--- src/euart_regs.svh ---
`ifndef EUART_REGS_SVH
`define EUART_REGS_SVH

// Register word indices; byte address is four times the index
`define EUART_CTRL_IDX 3'h0
`define EUART_STAT_IDX 3'h1
`define EUART_DATA_IDX 3'h2
`define EUART_DIVL_IDX 3'h3
`define EUART_DIVH_IDX 3'h4
`define EUART_PWR_IDX 3'h5
`define EUART_SRC_IDX 3'h6

// Port control register fields
`define EUART_CTRL_SM0 7
`define EUART_CTRL_SM1 6
`define EUART_CTRL_SM2 5
`define EUART_CTRL_REN 4
`define EUART_CTRL_TB8 3
`define EUART_CTRL_RB8 2
`define EUART_CTRL_TI 1
`define EUART_CTRL_RI 0

// Port status register fields
`define EUART_STAT_DBMOD 7
`define EUART_STAT_FE 3
`define EUART_STAT_BR 2
`define EUART_STAT_BUSY 1
`define EUART_STAT_HOLD 0

// Power control and rate source fields
`define EUART_PWR_RDBL 7
`define EUART_PWR_FEV 6
`define EUART_SRC_BRG 0

// Reset values
`define EUART_BYTE_RST 8'h00
`define EUART_DIV_RST 16'h0000

// Timing counts
`define EUART_LAST_TICK 4'hF
`define EUART_MID_TICK 4'h7
`define EUART_M0_SAMPLE 4'h8
`define EUART_BREAK_TICKS 8'hAF
`define EUART_LAST_DATA 4'h7

`endif

--- src/euart_pkg.sv ---
package euart_pkg;

  // Operating mode, encoded as {mode_select_bit0, mode_select_bit1}
  typedef enum logic [1:0] {
    EUART_SHIFT = 2'h0,
    EUART_ASYNC8 = 2'h1,
    EUART_FIX9 = 2'h2,
    EUART_VAR9 = 2'h3
  } euart_mode_e;

  // Transmit sequencer, Gray coded along start, data, ninth, stop
  typedef enum logic [2:0] {
    EUART_TX_IDLE = 3'h0,
    EUART_TX_START = 3'h1,
    EUART_TX_DATA = 3'h3,
    EUART_TX_NINTH = 3'h2,
    EUART_TX_STOP = 3'h6,
    EUART_TX_SHIFT0 = 3'h7
  } euart_tx_e;

  // Asynchronous receive sequencer
  typedef enum logic [1:0] {
    EUART_RX_IDLE = 2'h0,
    EUART_RX_START = 2'h1,
    EUART_RX_BITS = 2'h3,
    EUART_RX_STOP = 2'h2
  } euart_rx_e;

  // One character with its ninth bit
  typedef struct packed {
    logic ninth;
    logic [7:0] data;
  } euart_char_s;

endpackage : euart_pkg

--- src/euart_rate_gen.sv ---
`timescale 1ns/1ps
`include "euart_regs.svh"

module euart_rate_gen #(
  parameter int DIV_W = 16
) (
  input wire logic core_clk, // CPU clock
  input wire logic resetn, // Synchronous reset, active low
  input wire logic enable, // Generator selected as rate source
  input wire logic [DIV_W-1:0] divisor, // Clocks per tick minus one
  output logic tick // One-cycle oversampling tick
);

  logic [DIV_W-1:0] cnt_q;

  // Down counter reloads from the divisor
  always_ff @(posedge core_clk)
  begin
    if (!resetn || !enable)
    begin
      cnt_q <= '0;
      tick <= 1'b0;
    end
    else if (cnt_q == '0)
    begin
      cnt_q <= divisor;
      tick <= 1'b1;
    end
    else
    begin
      cnt_q <= cnt_q - 1'b1;
      tick <= 1'b0;
    end
  end

endmodule : euart_rate_gen

--- src/euart_top.sv ---
// The Avalon-MM slave port and the register addresses were chosen for this implementation.
`timescale 1ns/1ps
`include "euart_regs.svh"

// Overview of operation
// - Shift mode: data on input pin, clock out
// - Async8 frame: start, eight data, stop
// - Async8 receive stores stop into rx_ninth_bit
// - Async8 rate from timer overflow or generator
// - Nine-bit frame, ninth bit from tx_ninth_bit
// - Fixed nine-bit rate clock/16 or clock/32
// - Variable nine-bit like fixed, other rate
// - Own 16-bit divisor generator per port
// - Timer overflow halved when rate_double_select clear
// - Rate source: constant, timer, own generator
// - Framing error in status, optionally control bit7
// - Break flagged after 11 low bit times
// - Break can request device reset into programming
// - Buffered character sent back to back
// - Double buffer enable gates buffered writes
// - Done flag when double buffer frees
// - Double buffer captures ninth bit with data
module euart_top (
  input wire logic core_clk, // CPU clock, 200 MHz
  input wire logic resetn, // Synchronous reset, active low
  input wire logic [4:0] avs_address, // Byte address
  input wire logic avs_read, // Read request
  input wire logic avs_write, // Write request
  input wire logic [31:0] avs_writedata, // Write data
  input wire logic [3:0] avs_byteenable, // Byte lanes
  output logic [31:0] avs_readdata, // Read data
  output logic avs_waitrequest, // Stall until answer is ready
  input wire logic t1_overflow, // Timer 1 overflow pulse
  input wire logic serial_in_pin, // Receive pin level
  output logic serial_data_out, // Receive pin drive in shift mode
  output logic serial_data_oe, // Receive pin output enable
  output logic serial_out_pin, // Transmit pin or shift clock
  output logic break_reset_req // Pulse: break asks for device reset
);

  euart_pkg::euart_mode_e mode;
  euart_pkg::euart_tx_e tx_st_q;
  euart_pkg::euart_rx_e rx_st_q;
  euart_pkg::euart_char_s hold_q;
  logic sm0_q, sm1_q, sm2_q, ren_q, tb8_q, rb8_q, ti_q, ri_q;
  logic dbmod_q, fe_q, br_q, rdbl_q, fev_q, src_brg_q;
  logic hold_v_q;
  logic [7:0] div_lo_q, div_hi_q, rx_data_q;
  logic acc, wr_en, rd_en;
  logic tx_take, ti_set, ri_set, rb8_val, fe_set, br_set;
  logic m0_rx_done, tick16, brg_tick, div2_q, t1_half_q;
  logic [3:0] tx_cnt_q, tx_bit_q, m0_nxt, rx_cnt_q, rx_bit_q;
  logic [7:0] tx_sh_q, brk_cnt_q;
  logic tx_ninth_q, m0_rx_q, tx_bit_end, rx_prev_q, rx_sample;
  logic [8:0] rx_sh_q;
  logic [7:0] rd_mux;

  // Last bit index after start, ninth included
  function automatic logic [3:0] last_bit(input euart_pkg::euart_mode_e m);
    last_bit = (m == euart_pkg::EUART_FIX9 || m == euart_pkg::EUART_VAR9) ? 4'h8 : 4'h7;
  endfunction : last_bit

  assign mode = euart_pkg::euart_mode_e'({sm0_q, sm1_q});
  assign acc = (avs_read || avs_write) && !avs_waitrequest;
  assign wr_en = acc && avs_write && avs_byteenable[0];
  assign rd_en = avs_read && avs_waitrequest;

  // One wait state per access; read data are ready when waitrequest drops
  always_ff @(posedge core_clk)
  begin
    if (!resetn)
      avs_waitrequest <= 1'b1;
    else
      avs_waitrequest <= !((avs_read || avs_write) && avs_waitrequest);
  end

  // Read multiplexer; unmapped words read as zero
  always_comb
  begin
    rd_mux = 8'h00;
    case (avs_address[4:2])
      `EUART_CTRL_IDX: rd_mux = {fev_q ? fe_q : sm0_q, sm1_q, sm2_q, ren_q,
                                 tb8_q, rb8_q, ti_q, ri_q};
      `EUART_STAT_IDX: rd_mux = {dbmod_q, 3'h0, fe_q, br_q,
                                 tx_st_q != euart_pkg::EUART_TX_IDLE, hold_v_q};
      `EUART_DATA_IDX: rd_mux = rx_data_q;
      `EUART_DIVL_IDX: rd_mux = div_lo_q;
      `EUART_DIVH_IDX: rd_mux = div_hi_q;
      `EUART_PWR_IDX: rd_mux = {rdbl_q, fev_q, 6'h00};
      `EUART_SRC_IDX: rd_mux = {7'h00, src_brg_q};
      default: rd_mux = 8'h00;
    endcase
  end

  // Read data is captured in the stalled cycle and held afterwards
  always_ff @(posedge core_clk)
  begin
    if (!resetn)
      avs_readdata <= 32'h0000_0000;
    else if (rd_en)
      avs_readdata <= {24'h00_0000, rd_mux};
  end

  // Control bits; hardware set beats a clear
  always_ff @(posedge core_clk)
  begin
    if (!resetn)
    begin
      {sm0_q, sm1_q, sm2_q, ren_q, tb8_q} <= 5'h00;
      rb8_q <= 1'b0;
      ti_q <= 1'b0;
      ri_q <= 1'b0;
    end
    else
    begin
      if (wr_en && avs_address[4:2] == `EUART_CTRL_IDX)
      begin
        if (!fev_q)
          sm0_q <= avs_writedata[`EUART_CTRL_SM0];
        sm1_q <= avs_writedata[`EUART_CTRL_SM1];
        sm2_q <= avs_writedata[`EUART_CTRL_SM2];
        ren_q <= avs_writedata[`EUART_CTRL_REN];
        tb8_q <= avs_writedata[`EUART_CTRL_TB8];
        rb8_q <= avs_writedata[`EUART_CTRL_RB8];
        ti_q <= avs_writedata[`EUART_CTRL_TI];
        ri_q <= avs_writedata[`EUART_CTRL_RI];
      end
      if (ti_set)
        ti_q <= 1'b1;
      if (ri_set)
      begin
        ri_q <= 1'b1;
        rb8_q <= rb8_val;
      end
    end
  end

  // Status, power, source and divisor
  always_ff @(posedge core_clk)
  begin
    if (!resetn)
    begin
      dbmod_q <= 1'b0;
      fe_q <= 1'b0;
      br_q <= 1'b0;
      rdbl_q <= 1'b0;
      fev_q <= 1'b0;
      src_brg_q <= 1'b0;
      div_lo_q <= `EUART_BYTE_RST;
      div_hi_q <= `EUART_BYTE_RST;
    end
    else
    begin
      if (wr_en)
      begin
        case (avs_address[4:2])
          `EUART_STAT_IDX:
          begin
            dbmod_q <= avs_writedata[`EUART_STAT_DBMOD];
            fe_q <= fe_q && avs_writedata[`EUART_STAT_FE];
            br_q <= br_q && avs_writedata[`EUART_STAT_BR];
          end
          `EUART_CTRL_IDX:
            if (fev_q)
              fe_q <= fe_q && avs_writedata[`EUART_CTRL_SM0];
          `EUART_DIVL_IDX: div_lo_q <= avs_writedata[7:0];
          `EUART_DIVH_IDX: div_hi_q <= avs_writedata[7:0];
          `EUART_PWR_IDX:
          begin
            rdbl_q <= avs_writedata[`EUART_PWR_RDBL];
            fev_q <= avs_writedata[`EUART_PWR_FEV];
          end
          `EUART_SRC_IDX: src_brg_q <= avs_writedata[`EUART_SRC_BRG];
          default: ;
        endcase
      end
      if (fe_set)
        fe_q <= 1'b1;
      if (br_set)
        br_q <= 1'b1;
    end
  end

  // Transmit holding buffer; single-buffered ports refuse writes while busy
  always_ff @(posedge core_clk)
  begin
    if (!resetn)
    begin
      hold_q <= '0;
      hold_v_q <= 1'b0;
    end
    else if (wr_en && avs_address[4:2] == `EUART_DATA_IDX && !hold_v_q &&
             (dbmod_q || tx_st_q == euart_pkg::EUART_TX_IDLE))
    begin
      hold_q <= '{ninth: tb8_q, data: avs_writedata[7:0]};
      hold_v_q <= 1'b1;
    end
    else if (tx_take)
      hold_v_q <= 1'b0;
  end

  // Oversampling tick: Timer 1 path is halved unless rate doubling is on
  always_ff @(posedge core_clk)
  begin
    if (!resetn)
    begin
      div2_q <= 1'b0;
      t1_half_q <= 1'b0;
    end
    else
    begin
      div2_q <= !div2_q;
      if (t1_overflow)
        t1_half_q <= !t1_half_q;
    end
  end

  always_comb
  begin
    case (mode)
      euart_pkg::EUART_FIX9: tick16 = rdbl_q || div2_q;
      euart_pkg::EUART_ASYNC8, euart_pkg::EUART_VAR9:
        tick16 = src_brg_q ? brg_tick : t1_overflow && (rdbl_q || t1_half_q);
      default: tick16 = 1'b0;
    endcase
  end

  euart_rate_gen #(
    .DIV_W(16)
  ) u_rate_gen (
    .core_clk(core_clk),
    .resetn(resetn),
    .enable(src_brg_q),
    .divisor({div_hi_q, div_lo_q}),
    .tick(brg_tick)
  );

  // Transmit events; a buffered character starts right after a stop bit
  assign tx_bit_end = tick16 && tx_cnt_q == `EUART_LAST_TICK;
  assign m0_nxt = tx_cnt_q + 4'h1;
  always_comb
  begin
    tx_take = 1'b0;
    ti_set = 1'b0;
    m0_rx_done = 1'b0;
    case (tx_st_q)
      euart_pkg::EUART_TX_IDLE: tx_take = hold_v_q;
      euart_pkg::EUART_TX_STOP:
        if (tx_bit_end)
        begin
          tx_take = hold_v_q && dbmod_q;
          ti_set = !dbmod_q;
        end
      euart_pkg::EUART_TX_SHIFT0:
        if (tx_cnt_q == `EUART_LAST_TICK && tx_bit_q == `EUART_LAST_DATA)
        begin
          ti_set = !m0_rx_q;
          m0_rx_done = m0_rx_q;
        end
      default: ;
    endcase
    if (tx_take && dbmod_q)
      ti_set = 1'b1;
  end

  // Transmit sequencer, also the shift-mode engine
  always_ff @(posedge core_clk)
  begin
    if (!resetn)
    begin
      tx_st_q <= euart_pkg::EUART_TX_IDLE;
      tx_cnt_q <= 4'h0;
      tx_bit_q <= 4'h0;
      tx_sh_q <= 8'h00;
      tx_ninth_q <= 1'b0;
      m0_rx_q <= 1'b0;
      serial_out_pin <= 1'b1;
      serial_data_out <= 1'b1;
      serial_data_oe <= 1'b0;
    end
    else
    begin
      if (tick16)
        tx_cnt_q <= tx_cnt_q + 4'h1;
      case (tx_st_q)
        euart_pkg::EUART_TX_IDLE:
        begin
          tx_cnt_q <= 4'h0;
          tx_bit_q <= 4'h0;
          serial_data_oe <= 1'b0;
          if (mode == euart_pkg::EUART_SHIFT)
          begin
            if (hold_v_q || (ren_q && !ri_q))
            begin
              tx_st_q <= euart_pkg::EUART_TX_SHIFT0;
              m0_rx_q <= !hold_v_q;
              tx_sh_q <= hold_q.data;
              serial_out_pin <= 1'b0;
              serial_data_out <= hold_q.data[0];
              serial_data_oe <= hold_v_q;
            end
          end
          else if (hold_v_q)
          begin
            tx_st_q <= euart_pkg::EUART_TX_START;
            tx_sh_q <= hold_q.data;
            tx_ninth_q <= hold_q.ninth;
            serial_out_pin <= 1'b0;
          end
        end
        euart_pkg::EUART_TX_START:
          if (tx_bit_end)
          begin
            tx_st_q <= euart_pkg::EUART_TX_DATA;
            serial_out_pin <= tx_sh_q[0];
          end
        euart_pkg::EUART_TX_DATA:
          if (tx_bit_end)
          begin
            tx_sh_q <= {1'b0, tx_sh_q[7:1]};
            tx_bit_q <= tx_bit_q + 4'h1;
            if (tx_bit_q != `EUART_LAST_DATA)
              serial_out_pin <= tx_sh_q[1];
            else if (last_bit(mode) != `EUART_LAST_DATA)
            begin
              tx_st_q <= euart_pkg::EUART_TX_NINTH;
              serial_out_pin <= dbmod_q ? tx_ninth_q : tb8_q;
            end
            else
            begin
              tx_st_q <= euart_pkg::EUART_TX_STOP;
              serial_out_pin <= 1'b1;
            end
          end
        euart_pkg::EUART_TX_NINTH:
          if (tx_bit_end)
          begin
            tx_st_q <= euart_pkg::EUART_TX_STOP;
            serial_out_pin <= 1'b1;
          end
        euart_pkg::EUART_TX_STOP:
          if (tx_bit_end)
          begin
            tx_bit_q <= 4'h0;
            if (tx_take)
            begin
              tx_st_q <= euart_pkg::EUART_TX_START;
              tx_sh_q <= hold_q.data;
              tx_ninth_q <= hold_q.ninth;
              serial_out_pin <= 1'b0;
            end
            else
              tx_st_q <= euart_pkg::EUART_TX_IDLE;
          end
        euart_pkg::EUART_TX_SHIFT0:
        begin
          // Sixteen clocks per bit: clock low first half, sample one clock after the rise
          tx_cnt_q <= m0_nxt;
          serial_out_pin <= m0_nxt[3];
          if (m0_rx_q && tx_cnt_q == `EUART_M0_SAMPLE)
            tx_sh_q <= {serial_in_pin, tx_sh_q[7:1]};
          if (tx_cnt_q == `EUART_LAST_TICK)
          begin
            tx_bit_q <= tx_bit_q + 4'h1;
            if (!m0_rx_q)
            begin
              tx_sh_q <= {1'b0, tx_sh_q[7:1]};
              serial_data_out <= tx_sh_q[1];
            end
            if (tx_bit_q == `EUART_LAST_DATA)
            begin
              tx_st_q <= euart_pkg::EUART_TX_IDLE;
              serial_out_pin <= 1'b1;
              serial_data_out <= 1'b1;
              serial_data_oe <= 1'b0;
            end
          end
        end
        default: tx_st_q <= euart_pkg::EUART_TX_IDLE;
      endcase
    end
  end

  // Receive events; a character arriving while the flag is set is dropped
  assign rx_sample = tick16 && rx_cnt_q == `EUART_LAST_TICK;
  always_comb
  begin
    ri_set = m0_rx_done;
    rb8_val = rb8_q;
    fe_set = 1'b0;
    if (rx_st_q == euart_pkg::EUART_RX_STOP && rx_sample)
    begin
      fe_set = !serial_in_pin;
      ri_set = !ri_q;
      rb8_val = (mode == euart_pkg::EUART_ASYNC8) ? serial_in_pin : rx_sh_q[8];
    end
  end

  // Asynchronous receiver, centre sampled from the oversampling tick
  always_ff @(posedge core_clk)
  begin
    if (!resetn)
    begin
      rx_st_q <= euart_pkg::EUART_RX_IDLE;
      rx_cnt_q <= 4'h0;
      rx_bit_q <= 4'h0;
      rx_sh_q <= 9'h000;
      rx_prev_q <= 1'b1;
      rx_data_q <= 8'h00;
    end
    else
    begin
      rx_prev_q <= serial_in_pin;
      if (tick16)
        rx_cnt_q <= rx_cnt_q + 4'h1;
      if (m0_rx_done)
        rx_data_q <= tx_sh_q;
      case (rx_st_q)
        euart_pkg::EUART_RX_IDLE:
        begin
          rx_cnt_q <= 4'h0;
          rx_bit_q <= 4'h0;
          if (mode != euart_pkg::EUART_SHIFT && ren_q && rx_prev_q && !serial_in_pin)
            rx_st_q <= euart_pkg::EUART_RX_START;
        end
        euart_pkg::EUART_RX_START:
          if (tick16 && rx_cnt_q == `EUART_MID_TICK)
          begin
            rx_cnt_q <= 4'h0;
            rx_st_q <= serial_in_pin ? euart_pkg::EUART_RX_IDLE : euart_pkg::EUART_RX_BITS;
          end
        euart_pkg::EUART_RX_BITS:
          if (rx_sample)
          begin
            rx_sh_q <= {serial_in_pin, rx_sh_q[8:1]};
            rx_bit_q <= rx_bit_q + 4'h1;
            if (rx_bit_q == last_bit(mode))
              rx_st_q <= euart_pkg::EUART_RX_STOP;
          end
        euart_pkg::EUART_RX_STOP:
          if (rx_sample)
          begin
            rx_st_q <= euart_pkg::EUART_RX_IDLE;
            if (!ri_q)
              rx_data_q <= (mode == euart_pkg::EUART_ASYNC8) ? rx_sh_q[8:1] : rx_sh_q[7:0];
          end
        default: rx_st_q <= euart_pkg::EUART_RX_IDLE;
      endcase
    end
  end

  // Break: count oversampling ticks while the line stays low
  assign br_set = tick16 && !serial_in_pin && brk_cnt_q == `EUART_BREAK_TICKS;
  always_ff @(posedge core_clk)
  begin
    if (!resetn)
    begin
      brk_cnt_q <= 8'h00;
      break_reset_req <= 1'b0;
    end
    else
    begin
      break_reset_req <= br_set;
      if (serial_in_pin)
        brk_cnt_q <= 8'h00;
      else if (tick16 && brk_cnt_q <= `EUART_BREAK_TICKS)
        brk_cnt_q <= brk_cnt_q + 8'h01;
    end
  end

endmodule : euart_top

--- config.mk ---
export PLATFORM = sky130hd
export DESIGN_NAME = euart_top
export DESIGN_NICKNAME = d
export VERILOG_FILES = /design/src/euart_pkg.sv /design/src/euart_rate_gen.sv /design/src/euart_top.sv
export VERILOG_INCLUDE_DIRS = /design/src
export SDC_FILE = /design/constraint.sdc
export NUM_CORES = 1
export LEC_CHECK = 0
export ABC_AREA = 1
export BUFFER_PORTS_ARGS = -buffer_cell sky130_fd_sc_hd__buf_2
export CAP_MARGIN = 20
export CORE_MARGIN = 4
export CORE_UTILIZATION = 40
export CTS_CLUSTER_SIZE = 30
export DETAILED_ROUTE_END_ITERATION = 16
export PLACE_DENSITY_LB_ADDON = 0.25
export SYNTH_ARGS = -nofsm -noshare
export SYNTH_HDL_FRONTEND = slang
export SYNTH_SLANG_ARGS = --single-unit
--- constraint.sdc ---
create_clock -name core_clk -period 1.5 [get_ports core_clk]
set_input_delay 0.075 -clock core_clk [delete_from_list [all_inputs] [get_ports core_clk]]
set_output_delay 0.075 -clock core_clk [all_outputs]
set_load 0.01 [all_outputs]
---- Yosys cells after proc, flatten, opt, wreduce, memory -nomap -nowiden ----
Cells that the tools add are included.
storage, ports and cells
  logic and storage cells ................. 296
  input bits .............................. 47
  flip-flop bits (word level) ............. 129
cells by class
  order comparisons ....................... 1
  eq/ne operators ......................... 48
  add/sub/neg operators ................... 6
  bitwise gates (word level) .............. 2
  mux-type cells .......................... 109
  reduce and logical (&&, ||, !) cells .... 88
operators with widths
  cell                                                                  count
  8-bit two-way mux                                                     14
  8-bit one-hot mux with 7 select lines                                 1
  1-bit two-way mux                                                     53
  3-bit two-way mux                                                     11
  4-bit two-way mux                                                     8
  8-bit one-hot mux with 4 select lines                                 1
  2-bit != test, second input constant                                  15
  1-bit logical AND                                                     28
  4-bit one-hot mux with 2 select lines                                 3
  2-bit AND reduction                                                   10
  2-bit nonzero test                                                    10
  3-bit one-hot mux with 6 select lines                                 1
  4-bit by 1-bit adder with 4-bit output, second input constant         4
  16-bit logical NOT                                                    1
  16-bit two-way mux                                                    1
  4-bit one-hot mux with 4 select lines                                 1
  16-bit by 1-bit subtractor with 16-bit output, second input constant  1
  3-bit == test, second input constant                                  5
  5-bit AND reduction                                                   3
  1-bit one-hot mux with 2 select lines                                 7
  3-bit by 2-bit == test with 1-bit output, second input constant       4
  4-bit == test, second input constant                                  3
  2-bit two-way mux                                                     6
  1-bit logical NOT                                                     11
  other kinds (27)                                                      52

---- Longest topological paths before layout ----
  word-level depth ........................ 10
  depth in mapped cells ................... 13
  mapped depth without buffers ............ 13

---- Cells and area by module ----
Synthesis repeated with hierarchy kept, for this count alone.
second synthesis, totals
  cells, all modules ...................... 1029
  area, all modules ....................... 6955.4 um^2
by module, submodules not included
  module          area an instance (um^2)  times used  cells an instance
  euart_top       5829.3                   1           849
  euart_rate_gen  1126.1                   1           180

---- Worst setup path after synthesis ----
OpenSTA, ideal clock, no wires.
  kind .................................... register to register
  start point ............................. reg tx_cnt_q[0]
  end point ............................... reg tx_sh_q[3]
  library setup time ...................... 0.113 ns
  cell stages (with the launch flop) ...... 11
  setup slack ............................. -0.056 ns
  required time ........................... 1.387 ns
  arrival ................................. 1.443 ns
  clock period less this slack ............ 1.556 ns
  cells stage by stage .................... dfxtp_1 ha_1 nand2_2 nor2_8 nand3_1 nand2_1 nand2_1 nor2_4 nand4_1 nand2_1 nor2_1
between the ends
  word-level cells in the longest chain between the ends .. 6
  elaborated cells between the ends (all ways) .. 14
  those cells by class .................... 5 x eq/ne; 6 x mux; 3 x reduce/logical
ends and longest elaborated chain
  element                                                                                        line                                RTL
  start, declared                                                                                euart_top.sv:52                     logic [3:0] tx_cnt_q, tx_bit_q, m0_nxt, rx_cnt_q, rx_bit_q;
  start signal, assigned                                                                         euart_top.sv:284                    tx_cnt_q <= tx_cnt_q + 4'h1;
  start signal, assigned                                                                         euart_top.sv:358                    tx_cnt_q <= m0_nxt;
  4-bit == test (no source line)                                                                 -
  1-bit logical AND (no source line)                                                             -
  1-bit two-way mux or 8-bit two-way mux (tied branches)                                         euart_top.sv:249, euart_top.sv:360
  1-bit one-hot mux with 2 select lines or 8-bit two-way mux (tied branches)                     euart_top.sv:246, euart_top.sv:365
  2-bit != test (no source line) or 8-bit two-way mux (tied branches)                            -
  6-bit AND reduction (no source line) or 8-bit one-hot mux with 4 select lines (tied branches)  -
  end signal, assigned                                                                           euart_top.sv:297                    tx_sh_q <= hold_q.data;
  end signal, assigned                                                                           euart_top.sv:306                    tx_sh_q <= hold_q.data;
  end signal, assigned                                                                           euart_top.sv:320                    tx_sh_q <= {1'b0, tx_sh_q[7:1]};
  end, declared                                                                                  euart_top.sv:53                     logic [7:0] tx_sh_q, brk_cnt_q;
Several ways; a longest one is shown, not always the timed one.
A chain may end at the register's enable or synchronous reset.

---- Worst setup path in the final report ----
  start point ............................. reg tx_cnt_q[0]
  end point ............................... reg rb8_q
between the ends
  word-level cells in the longest chain between the ends .. 7
  elaborated cells between the ends (all ways) .. 9
  those cells by class .................... 2 x eq/ne; 4 x mux; 3 x reduce/logical
ends and longest elaborated chain
  element                                                                                          line              RTL
  4-bit == test (no source line) *                                                                 -
  1-bit logical AND (no source line) *                                                             -
  1-bit two-way mux *                                                                              euart_top.sv:255  if (tx_cnt_q == `EUART_LAST_TICK && tx_bit_q == `EUART_LAST_DATA)
  1-bit two-way mux *                                                                              euart_top.sv:246  case (tx_st_q)
  1-bit two-way mux *                                                                              euart_top.sv:391  if (rx_st_q == euart_pkg::EUART_RX_STOP && rx_sample)
  2-bit by 1-bit != test with 1-bit output (no source line) or 2-bit nonzero test (tied branches)  -
  2-bit AND reduction (no source line)                                                             -
  end signal, assigned                                                                             euart_top.sv:124  rb8_q <= avs_writedata[`EUART_CTRL_RB8];
  end signal, assigned                                                                             euart_top.sv:133  rb8_q <= rb8_val;
  end, declared                                                                                    euart_top.sv:45   logic sm0_q, sm1_q, sm2_q, ren_q, tb8_q, rb8_q, ti_q, ri_q;
Mark *: on every way between the ends. The rest lies on a longest branch, timed or not.

==> results.sh <==
export IMPL_status="finished, violations left"
export IMPL_failed_checks="setup timing"
export IMPL_reg2reg_depth=11
export IMPL_place_area_sq_um=7840
export IMPL_vias=6895
export IMPL_cts_root_buf="clkbuf_16"
export IMPL_ant_nets=0
export IMPL_synthToLayoutAreaGrowth_pct=37.3
export IMPL_cp_data_arrival_time_ns=1.91
export IMPL_tns_ns=-1.12
export IMPL_hpwlAfterDp_microns=14400
export IMPL_syn_cell_area_sq_um=6740
export IMPL_rsz0062_at_grt="true"
export IMPL_finalSetupViolCount=25
export IMPL_ir_drop_uv=952
export IMPL_maxSlewHeadroom=0.648
export IMPL_p_per_area_nw_per_um2=1150
export IMPL_place_gp_congestion=0.948
export IMPL_synth_edf_count=0
export IMPL_start_util=0.408
export IMPL_ys_async_sr_fraction=0
export IMPL_pwr_share_comb=0.224
export IMPL_hold_violations=0
export IMPL_grt_usage=0.213
export IMPL_fin_area_sq_um=9260
export IMPL_hold_class="input port to flip-flop"
export IMPL_synth_cell_type_count=53
export IMPL_final_util=0.560
export IMPL_p_switching_mw=3.17
export IMPL_seqPwrFrac=0.349
export IMPL_routedWlPerCell_microns=14.7
export IMPL_clk_path_buf_depth=2
export IMPL_leakage_nw=4.07
export IMPL_p_int_mw=7.51
export IMPL_critPathSlowestCell="dfxtp_4"
export IMPL_setup_ws_ns=-0.0911
export IMPL_finalPower_mw=10.7
export IMPL_path_delay_family="simple AND/OR/NAND/NOR gates"
export IMPL_drc=0
export IMPL_drive_gt1_frac=0.304
export IMPL_detail_route_wirelength_microns=20100
export IMPL_worstSetupEndpointType="flip-flop"
export IMPL_grt_ovfl_total=0
export IMPL_layout_cells_non_filler=1367
export IMPL_slew_viol_final=0
export IMPL_dpl_cell_count=1311
export IMPL_critical_path_depth=11
export IMPL_swShare=0.297
export IMPL_seq_area_frac_synth=0.383
export IMPL_grt_max_degree=56
export IMPL_firstDrtPassIters=5
export IMPL_fin_worst_skew_ns=0.00692
export IMPL_synth_seq_cells=129
export IMPL_period_share=1.06
export IMPL_fp_coreArea_sq_um=16500
export IMPL_cts_reportedPaths_clkPinSlew_ns=0.06
export IMPL_wl_met3_microns=1200
export IMPL_std_cell_rows=47
export IMPL_synth_cells=974
export IMPL_grt_antenna_before_repair=0
export IMPL_n_antenna_cell=0
export IMPL_required_ns=1.82
export IMPL_cts_made_buffers=17
export IMPL_synthFlopType="dfxtp_1"
export IMPL_highest_layer="met4"
export IMPL_finalCriticalPeriod_ns=1.59
export IMPL_cts_tree="yes"
export IMPL_avgSynthCellArea_sq_um=6.92
export IMPL_worstPathMaxFanout=7
export IMPL_dieHeight_microns=138
export IMPL_clkPwrFrac=0.426
export IMPL_crit_path_start_kind="flip-flop"
export IMPL_holdPathStages=3
export IMPL_r2r_slack_ns=-0.09
export IMPL_cts_sinks=129
export IMPL_first_global_vias=6409
export IMPL_crit_chain="ha_4 > nand2_4 > nor2_8 > buf_6 > nand3_4 > nor2_4 > nand2_2 > nand3_1 > nand2_1 > nor2_1 > nor2_1"
export IMPL_worstSetupPathType="flip-flop to flip-flop"
export IMPL_maxCapViolCount=0
export IMPL_timing_critical_path_buf_inv=1
export IMPL_wl_met1_microns=9220
export IMPL_nNetsFinal=1189
export IMPL_yosysWarnings=0
export IMPL_vias_per_cell=5.04
export IMPL_max_freq_mhz=629
export IMPL_drt_initial_drc_count=557
export IMPL_htreeDepth=4
export IMPL_grt_pass1_wl_microns=31800
export IMPL_dr_wl_met2_microns=9300
export IMPL_port_buffers=30
export IMPL_clk_latency_ns=0.43
export IMPL_ios=84
export IMPL_path_common_cell="nor2_1"
export IMPL_tightestPinTransition_ns=0.528
export IMPL_die_x_microns=138
export IMPL_die_area_sq_um=19000
export IMPL_slowest_delay_ns=0.37
## power groups by stage
stage | Clock [mW] | Sequential [mW] | Combinational (mW)
final | 4.56 | 3.73 | 2.39
after global placement | 0 | 3.76 | 2.01
after global routing | 4.75 | 3.75 | 2.64
after floorplan | 0 | 3.77 | 1.35
after CTS | 4.61 | 3.71 | 2.25
after detailed placement | 0 | 3.77 | 2.03
## logic make-up after synthesis
kind of cell | Yosys count | synth area share
compound gates | 255 | 0.205
buf+inv | 172 | 0.116
fa+ha+maj | 8 | 0.0148
mux | 3 | 0.00501
simple gates | 397 | 0.264
xor+xnor | 9 | 0.0117
other cells | 1 | 0.000556
flops | 129 | 0.383
## worst paths after layout
kind / startpoint / end
max: tx_cnt_q[0]$_SDFFE_PN0P_ / rb8_q$_SDFFE_PN0P_
min reg2reg: div2_q$_SDFF_PN0_ / div2_q$_SDFF_PN0_
min: avs_writedata[3] / div_lo_q[3]$_SDFFE_PN0P_
max reg2reg: tx_cnt_q[0]$_SDFFE_PN0P_ / rb8_q$_SDFFE_PN0P_
## routing by layer
layer	global-route usage	vias up
met5	0	-
met4	0.0741	0
met3	0.0475	31
met1	0.289	3167
met2	0.334	182
li1	-	3515
## cells in the mapped netlist (2+ instances only)
master     instances  area [sq um]
a31oi_1           12          75.1
buf_6              2          22.5
a311oi_1           2          17.5
nand3_2            2          20.0
nor2_1           100           375
nand3_1           53           265
xor2_1             8          70.1
dfxtp_1          129          2580
nand4_1           18           113
inv_2              9          33.8
nand2_1          182           683
inv_1            110           413
clkbuf_1          13          48.8
o211ai_1           5          37.5
a211oi_1           5          37.5
o21a_1             2          15.0
buf_2              8          40.0
o22ai_1            6          37.5
nor3_1            12          60.1
nand2_4            4          45.0
nor2_2             5          31.3
o21ai_1           11          55.1
a21oi_1          101           505
nor2_4             5          56.3
nor4_1             3          18.8
o21ai_0           98           490
a22o_1             2          17.5
o2111ai_1          2          17.5
ha_1               8           100
mux2_2             3          33.8
nand2_2            7          43.8
buf_4             26           195
## cell type report
cell class,count,area (sq um)
Multi-Input combinational cell,696,3970
Tap cell,220,275
Clock buffer,18,429
Sequential cell,129,2610
Fill cell,1532,7270
Timing Repair inverter,2,15.0
Inverter,123,499
Timing Repair Buffer,165,1260
Clock inverter,14,211
## worst min-delay path: cells and delay by family
family	cells	cell delay (ns)
AOI/OAI and AO/OA	1	0.13
buffers and inverters	2	0.21
## cell usage in the layout, fill, tap and decap left out, drive strengths merged, types with 18 or more instances in the layout
cell / n
a21oi: 102
buf: 157
clkbuf: 18
conb: 24
dfxtp: 129
inv: 123
nand2: 193
nand3: 56
nand4: 19
nor2: 111
o21ai: 109
## sequential cells by signal, summed over array words and instances (netlist names), 2 cells and up
| signal | count |
|---|---|
| tx_sh_q | 8 |
| rx_sh_q | 9 |
| tx_cnt_q | 4 |
| u_rate_gen.cnt_q | 16 |
| avs_readdata | 8 |
| rx_bit_q | 4 |
| div_lo_q | 8 |
| tx_bit_q | 4 |
| hold_q | 9 |
| rx_cnt_q | 4 |
| rx_data_q | 8 |
| div_hi_q | 8 |
| tx_st_q | 3 |
| rx_st_q | 2 |
| brk_cnt_q | 8 |
## stage by stage
stage | hold slack, ns | setup WS (ns)
3_5_place_dp | 0.317 | -0.113
3_3_place_gp | 0.296 | -0.0893
5_1_grt | 0.0284 | -0.192
4_1_cts | 0.0000886 | -0.0503
6_report | 0.0201 | -0.0911
2_1_floorplan | 0.191 | 0.00611
## repair_timing
item / 4_1_cts / 5_1_grt
endpoints found under the setup margin: 58 / 80
pin swaps: 33 / 36
hold buffers: 8 / 0
hold endpoints to repair: 12 / 0
gates cloned: 3 / 0
setup buffers: 12 / 2
gates resized for setup: 59 / 132
Note: power is estimated with default switching activity, not from simulation.
